--- src/shared/piu_pkg.sv ---
// Shared constants and carriers for the priority interrupt unit
package piu_pkg;

  // Source counts
  localparam int NUM_ACTIVE  = 191;
  localparam int NUM_RSVD    = 165;
  localparam int NUM_PERIPH  = NUM_ACTIVE + NUM_RSVD;
  localparam int NUM_SW      = 8;
  localparam int NUM_SRC     = NUM_SW + NUM_PERIPH;

  // Vector map: software sources first, then peripherals
  localparam int SW_BASE     = 0;
  localparam int PERIPH_BASE = NUM_SW;

  // Field widths
  localparam int VEC_W       = 9;
  localparam int PRIO_W      = 4;
  localparam int NUM_PRIO    = 16;

  // Saved-priority stack
  localparam int LIFO_DEPTH  = 16;
  localparam int LIFO_AW     = 4;
  localparam int SP_W        = 5;

  // Timing
  localparam int CLK_PERIOD_NS = 5;
  localparam int LAT_MAX_CLK   = 3;

  typedef logic [PRIO_W-1:0] piu_prio_t;
  typedef logic [VEC_W-1:0]  piu_vec_t;
  typedef logic [SP_W-1:0]   piu_sp_t;

  localparam piu_prio_t PRIO_RST = 4'h0;
  localparam piu_vec_t  VEC_RST  = 9'h000;
  localparam piu_sp_t   SP_EMPTY = 5'h00;
  localparam piu_sp_t   SP_ONE   = 5'h01;
  localparam piu_sp_t   SP_FULL  = 5'h10;

  // Processor and software control strobes, one cycle each
  typedef struct packed {
    logic      hw_ack;
    logic      vec_read;
    logic      eoi;
    logic      ceil_wr;
    piu_prio_t ceil_prio;
  } piu_ctl_s;

  // Status seen by processor and software
  typedef struct packed {
    logic      irq;
    piu_vec_t  vector;
    piu_prio_t cur_prio;
    piu_sp_t   depth;
    logic      overflow;
  } piu_stat_s;

endpackage : piu_pkg

--- src/rtl/piu_arbiter.sv ---
// Highest-priority pending source search, registered result
`timescale 1ns/100ps
module piu_arbiter (
  // Clock and reset
  input  wire logic                               mclk,
  input  wire logic                               reset,
  // Pending requests and their levels
  input  wire logic [piu_pkg::NUM_SRC-1:0]        req,
  input  wire piu_pkg::piu_prio_t [piu_pkg::NUM_SRC-1:0] prio,
  // Winner
  output logic                                    valid_q,
  output piu_pkg::piu_prio_t                      prio_q,
  output piu_pkg::piu_vec_t                       idx_q
);
  import piu_pkg::*;

  logic      best_v;
  piu_prio_t best_p;
  piu_vec_t  best_i;

  // Strict compare keeps the lowest index on a tie
  always_comb begin
    best_v = 1'b0;
    best_p = PRIO_RST;
    best_i = VEC_RST;
    for (int i = 0; i < NUM_SRC; i++) begin
      if (req[i] && (!best_v || prio[i] > best_p)) begin
        best_v = 1'b1;
        best_p = prio[i];
        best_i = piu_vec_t'(i);
      end
    end
  end

  always_ff @(posedge mclk or posedge reset) begin
    if (reset) begin
      valid_q <= 1'b0;
      prio_q  <= PRIO_RST;
      idx_q   <= VEC_RST;
    end else begin
      valid_q <= best_v;
      prio_q  <= best_p;
      idx_q   <= best_i;
    end
  end
endmodule : piu_arbiter

--- src/rtl/piu_lifo.sv ---
// Stack of preempted priorities with registered top
`timescale 1ns/100ps
module piu_lifo (
  // Clock and reset
  input  wire logic               mclk,
  input  wire logic               reset,
  // Stack operations
  input  wire logic               push,
  input  wire logic               pop,
  input  wire piu_pkg::piu_prio_t din,
  // State
  output piu_pkg::piu_prio_t      top_q,
  output piu_pkg::piu_sp_t        depth_q,
  output logic                    full,
  output logic                    empty
);
  import piu_pkg::*;

  piu_prio_t mem [LIFO_DEPTH];
  piu_sp_t   below;
  logic      do_push;
  logic      do_pop;

  assign full    = (depth_q == SP_FULL);
  assign empty   = (depth_q == SP_EMPTY);
  assign below   = depth_q - SP_ONE;
  assign do_push = push && !full;
  assign do_pop  = pop && !empty && !push;

  // Top lives in a register; storage only holds entries beneath it
  always_ff @(posedge mclk) begin
    if (do_push) begin
      mem[depth_q[LIFO_AW-1:0]] <= top_q;
    end
  end

  always_ff @(posedge mclk or posedge reset) begin
    if (reset) begin
      top_q <= PRIO_RST;
    end else if (do_push) begin
      top_q <= din;
    end else if (do_pop) begin
      top_q <= mem[below[LIFO_AW-1:0]];
    end
  end

  always_ff @(posedge mclk or posedge reset) begin
    if (reset) begin
      depth_q <= SP_EMPTY;
    end else if (do_push) begin
      depth_q <= depth_q + SP_ONE;
    end else if (do_pop) begin
      depth_q <= below;
    end
  end

endmodule : piu_lifo

--- src/rtl/piu_priority_irq_unit.sv ---
// Preemptive priority interrupt unit top
//
// Summary of operation
// - 356 peripheral request lines, 165 of them reserved
// - Eight software-set requests, arbitrated like peripherals
// - Each source has its own 9-bit vector
// - Vector on output pins and readable by software
// - Per-source 16-level priority steers arbitration
// - Only strictly higher priority preempts current
// - Push current priority on accept, pop later
// - Software may rewrite current priority for ceiling
// - Processor request within three clocks of input
// - NMI bypasses arbitration and masking entirely
`timescale 1ns/100ps
module piu_priority_irq_unit (
  // Clock and reset
  input  wire logic                              mclk,
  input  wire logic                              reset,
  // Peripheral requests, same clock domain
  input  wire logic [piu_pkg::NUM_PERIPH-1:0]    periph_req,
  // Software request set and clear strobes
  input  wire logic [piu_pkg::NUM_SW-1:0]        sw_set,
  input  wire logic [piu_pkg::NUM_SW-1:0]        sw_clr,
  // Per-source priority, indexed by vector
  input  wire piu_pkg::piu_prio_t [piu_pkg::NUM_SRC-1:0] src_prio,
  // Acknowledge, end of interrupt and ceiling write
  input  wire piu_pkg::piu_ctl_s                 ctl,
  // Non-maskable request pin
  input  wire logic                              nmi_pin,
  // Processor side status
  output piu_pkg::piu_stat_s                     stat,
  // Software-readable acknowledged vector
  output piu_pkg::piu_vec_t                      ack_vec_q,
  // Software request pending bits
  output logic [piu_pkg::NUM_SW-1:0]             sw_pend_q,
  // Non-maskable request to the core
  output logic                                   nmi_out_q
);
  import piu_pkg::*;

  logic [NUM_SRC-1:0] req_all;
  logic               win_valid_q;
  piu_prio_t          win_prio_q;
  piu_vec_t           win_idx_q;

  logic               irq_q;
  piu_vec_t           vec_q;
  piu_prio_t          irq_prio_q;
  piu_prio_t          cur_prio_q;
  logic               overflow_q;
  logic               nmi_meta_q;

  piu_prio_t          lifo_top;
  piu_sp_t            lifo_depth;
  logic               lifo_full;
  logic               lifo_empty;

  logic               ack_any;
  logic               take;
  logic               eoi_ok;
  logic               win_hi;

  // Software sources sit below the peripherals in vector space
  assign req_all = {periph_req, sw_pend_q};

  piu_arbiter u_arb (
    .mclk    (mclk),
    .reset   (reset),
    .req     (req_all),
    .prio    (src_prio),
    .valid_q (win_valid_q),
    .prio_q  (win_prio_q),
    .idx_q   (win_idx_q)
  );

  // Hardware acknowledge and software vector read act alike
  assign ack_any = ctl.hw_ack | ctl.vec_read;
  assign eoi_ok  = ctl.eoi && !lifo_empty;
  // A full stack refuses nesting rather than lose a level
  assign take    = irq_q && ack_any && !ctl.eoi && !lifo_full;
  assign win_hi  = win_valid_q && (win_prio_q > cur_prio_q);

  piu_lifo u_lifo (
    .mclk    (mclk),
    .reset   (reset),
    .push    (take),
    .pop     (eoi_ok),
    .din     (cur_prio_q),
    .top_q   (lifo_top),
    .depth_q (lifo_depth),
    .full    (lifo_full),
    .empty   (lifo_empty)
  );

  // Set wins over clear so a late set is not lost
  always_ff @(posedge mclk or posedge reset) begin
    if (reset) begin
      sw_pend_q <= '0;
    end else begin
      sw_pend_q <= (sw_pend_q & ~sw_clr) | sw_set;
    end
  end

  // Request drops in the cycle that changes the current level,
  // so a stale compare never yields a second acknowledge
  always_ff @(posedge mclk or posedge reset) begin
    if (reset) begin
      irq_q <= 1'b0;
    end else begin
      irq_q <= win_hi && !take && !eoi_ok && !ctl.ceil_wr;
    end
  end

  // Vector and level travel with the request
  always_ff @(posedge mclk or posedge reset) begin
    if (reset) begin
      vec_q      <= VEC_RST;
      irq_prio_q <= PRIO_RST;
    end else begin
      vec_q      <= win_idx_q;
      irq_prio_q <= win_prio_q;
    end
  end

  // End of interrupt beats acknowledge beats ceiling write
  always_ff @(posedge mclk or posedge reset) begin
    if (reset) begin
      cur_prio_q <= PRIO_RST;
    end else if (eoi_ok) begin
      cur_prio_q <= lifo_top;
    end else if (take) begin
      cur_prio_q <= irq_prio_q;
    end else if (ctl.ceil_wr) begin
      cur_prio_q <= ctl.ceil_prio;
    end
  end

  always_ff @(posedge mclk or posedge reset) begin
    if (reset) begin
      ack_vec_q <= VEC_RST;
    end else if (take) begin
      ack_vec_q <= vec_q;
    end
  end

  // Sticky until reset; tells software nesting was refused
  always_ff @(posedge mclk or posedge reset) begin
    if (reset) begin
      overflow_q <= 1'b0;
    end else if (irq_q && ack_any && !ctl.eoi && lifo_full) begin
      overflow_q <= 1'b1;
    end
  end

  // Pin is asynchronous: two stages, no other logic on the path
  always_ff @(posedge mclk or posedge reset) begin
    if (reset) begin
      nmi_meta_q <= 1'b0;
      nmi_out_q  <= 1'b0;
    end else begin
      nmi_meta_q <= nmi_pin;
      nmi_out_q  <= nmi_meta_q;
    end
  end

  assign stat = '{irq:      irq_q,
                  vector:   vec_q,
                  cur_prio: cur_prio_q,
                  depth:    lifo_depth,
                  overflow: overflow_q};
endmodule : piu_priority_irq_unit

--- config.mk ---
export PLATFORM = sky130hd
export DESIGN_NAME = piu_priority_irq_unit
export DESIGN_NICKNAME = d
export VERILOG_FILES = /design/src/shared/piu_pkg.sv /design/src/rtl/piu_arbiter.sv /design/src/rtl/piu_lifo.sv /design/src/rtl/piu_priority_irq_unit.sv
export SDC_FILE = /design/constraint.sdc
export NUM_CORES = 2
export LEC_CHECK = 0
export ABC_AREA = 0
export BUFFER_PORTS_ARGS = -buffer_cell sky130_fd_sc_hd__clkbuf_2
export CAP_MARGIN = 20
export CORE_AREA = 5 5 722 724
export DETAILED_ROUTE_END_ITERATION = 7
export DIE_AREA = 0 0 727 729
export HOLD_SLACK_MARGIN = 0.12
export SLEW_MARGIN = 20
export SYNTH_ARGS = -nofsm -noshare
export SYNTH_HDL_FRONTEND = slang
export SYNTH_HIERARCHICAL = 1
export SYNTH_SLANG_ARGS = --single-unit
--- constraint.sdc ---
create_clock -name mclk -period 663.7 [get_ports mclk]
set_input_delay 66.37 -clock mclk [delete_from_list [all_inputs] [get_ports mclk]]
set_output_delay 66.37 -clock mclk [all_outputs]
set_load 0.02 [all_outputs]
==> impl_metrics.ini <==
[detailed_routing]
viasPerCell = 5.29
dr.first_iter.drc_count = 9334
wl_per_cell_microns = 30.6
drcViolationCount = 0
dr.pass1.iters = 7
num_vias = 121341
wirelength_microns = 702000
ant_nets = 0

[global_route]
grt_max_degree = 29
first_global_vias = 111174
grtUsageTotal_pct = 24.5
antenna_found_initial = 619
grt_pass1_wl_microns = 908000
gr-total-overflow = 0

[synthesis]
syn_area_sq_um = 90200
seq_area_frac_synth_pct = 3.82
ys_warn_count = 6
synth_area_leaders = ha_1 15%, a21oi_1 6.2%, o21ai_0 5.3%
syn_avg_cell_area_sq_um = 6.83
ys_ff_latch = 125
synth_top_area_share_pct = 15.3
ys_types = 199
synth.largest_area_cell = ha_1
syn-instance-count = 13210
synth_ff_type = edfxtp_1
synthArstFlopShare_pct = 48.8
synth_edf_count = 64
syn_nets = 16154

[setup_path]
arrival_ns = 568.60
cp.required_ns = 663.98
path_buf_inv = 60
cp_top_family = compound AO/OA/AOI/OAI gates
cp_common_cell = ha_1
cp-startpoint = src_prio[1]
path_class = in2reg
critical_path_depth = 654
slowest_delay_ns = 0.62
cp_max_fo = 13
critPathLaunchType = input pin
cp_slowest_cell = nor4b_1
endpoint_kind = flip-flop
cp-endpoint = u_arb/idx_q[5]$_DFF_PP0_

[sta]
slew_violations = 0
fin_worst_hold_slack_ns = 0.347
fin_skew_ns = 0.0445
min_period_ns = 633.44
finalCritPeriodShare_pct = 95.4
max_freq_ghz = 0.00158
slew_headroom_pct = 11.8
hold_viol_final = 0
setup_viol = 0

[cts]
cts_root_buf = clkbuf_16
numCtsBuffers = 17
cts.path.max_buffers = 2
path_clk_slew_ns = 0.06
clock_latency_ns = 0.49
hold_buffers = 0
cts_max_level = 4
clkSinkCount = 125
cts_tree = built

[final_layout]
stdcell_count = 22919
multi_input_area_sq_um = 86500
regArea_sq_um = 3450
layout_commonest_cell = clkbuf_2
drive_above_1_share_pct = 29.4
fin_nets = 18729
fillers = 58002
layout_common_cells = 1876 x clkbuf_2, 1256 x inv_1, 1183 x nand2_1
syn2layout_area_growth_pct = 33.8

[floorplanning]
start_util_pct = 17.5
coreArea_sq_um = 515000
ioPinCount = 1877
die_h_microns = 729
die-width_microns = 727
die-area_sq_um = 530000
placementRows = 264

[job]
cap_violations = 0

[place]
hpwl_microns = 635000
port_buffers = 1876
dp.cells = 22136
globalplace.congestion = 1.04

[worst_hold_path]
worstHoldPathType = reg2reg

[status]
status = finished, final reports clean
## cell families (layout without fill, tap and decap cells)
group | after synthesis | count (layout) | synth area share, %
adder cells (fa/ha/maj) | 1162 | 1162 | 16.0
AND/OR/NAND/NOR | 4819 | 4821 | 27.7
AO/OA/AOI/OAI | 5285 | 5288 | 41.5
flip-flops | 125 | 125 | 3.82
buffers and inverters | 1450 | 4033 | 6.50
XOR/XNOR | 6 | 6 | 0.0666
other | 0 | 338 | 0
multiplexers | 363 | 363 | 4.51
## metal layers
layer | up-vias | wire [microns] | global-route usage, %
li1 | 56465 | - | -
met1 | 57388 | 222000 | 22.3
met2 | 5390 | 361000 | 45.4
met3 | 1840 | 46300 | 5.41
met4 | 258 | 71900 | 22.0
met5 | - | 1700 | 0
## area by class of cell
| class | count | share of cell area, % |
|---|---|---|
| Tap cell | 6783 | 7.03 |
| Sequential cell | 125 | 2.86 |
| Timing Repair Buffer | 2731 | 13.2 |
| Antenna cell | 338 | 0.701 |
| Clock inverter | 15 | 0.164 |
| Clock buffer | 17 | 0.353 |
| Inverter | 1270 | 3.96 |
| Multi-Input combinational cell | 11640 | 71.7 |
## cell usage after synthesis (79+ instances only)
library cell  number
a21oi_1         1121
nand2_1         1210
or2_2            132
o21a_1           291
or3_1            115
o211a_1           82
nand3_1          511
and2_1           179
o31ai_1          244
nor2_1          1012
a211oi_1         139
nand2b_1         145
a21o_1           211
o211ai_1         201
a21boi_0         122
nor4_1           104
mux2i_1          188
o21ai_0          958
o311ai_0         164
ha_1            1105
inv_1           1264
and3_1           131
o31a_1            79
nor3b_1          125
nor2b_1          235
o311a_1          111
clkbuf_1         110
nor3_1           302
nand4_1           88
a31oi_1          249
mux2_2           145
## per-stage QoR
step	util (%)	TNS [ns]	setup slack, ns	cell area (sq um)
2_1_floorplan	-	0	43.34	90200
3_3_place_gp	21.5	-180.92	-14.45	111000
3_5_place_dp	21.6	-188.85	-15.06	111000
4_1_cts	21.8	0	0.0455	112000
5_1_grt	23.4	-44.80	-3.84	121000
6_report	23.4	0	30.26	121000
## what timing repair did
action | 4_1_cts | 5_1_grt
gates cloned | 0 | 8
resized for setup | 119 | 1069
pin swaps | 4 | 321
setup buffers | 6 | 398
setup endpoints to repair | 13 | 13
## state kept, by name, summed over array words and instances (netlist names)
name / cells
cur_prio_q: 4
irq_q: 1
u_lifo/depth_q: 5
u_arb/prio_q: 4
vec_q: 9
nmi_meta_q: 1
sw_pend_q: 8
u_lifo/mem: 64
overflow_q: 1
u_arb/idx_q: 9
nmi_out_q: 1
ack_vec_q: 9
u_lifo/top_q: 4
irq_prio_q: 4
u_arb/valid_q: 1
## worst min path at each step
stage / endpoint / cells past startpoint / from
after floorplan: nmi_out_q$_DFF_PP0_ / 0 / nmi_meta_q$_DFF_PP0_
after global placement: vec_q[3]$_DFF_PP0_ / 0 / u_arb/idx_q[3]$_DFF_PP0_
after detailed placement: vec_q[3]$_DFF_PP0_ / 0 / u_arb/idx_q[3]$_DFF_PP0_
after CTS: vec_q[5]$_DFF_PP0_ / 0 / u_arb/idx_q[5]$_DFF_PP0_
after global routing: vec_q[4]$_DFF_PP0_ / 0 / u_arb/idx_q[4]$_DFF_PP0_
final: vec_q[5]$_DFF_PP0_ / 0 / u_arb/idx_q[5]$_DFF_PP0_
Power is left out: the tool's default activity adds up to more than one toggle a clock period on the data nets, which glitch-free logic cannot reach.
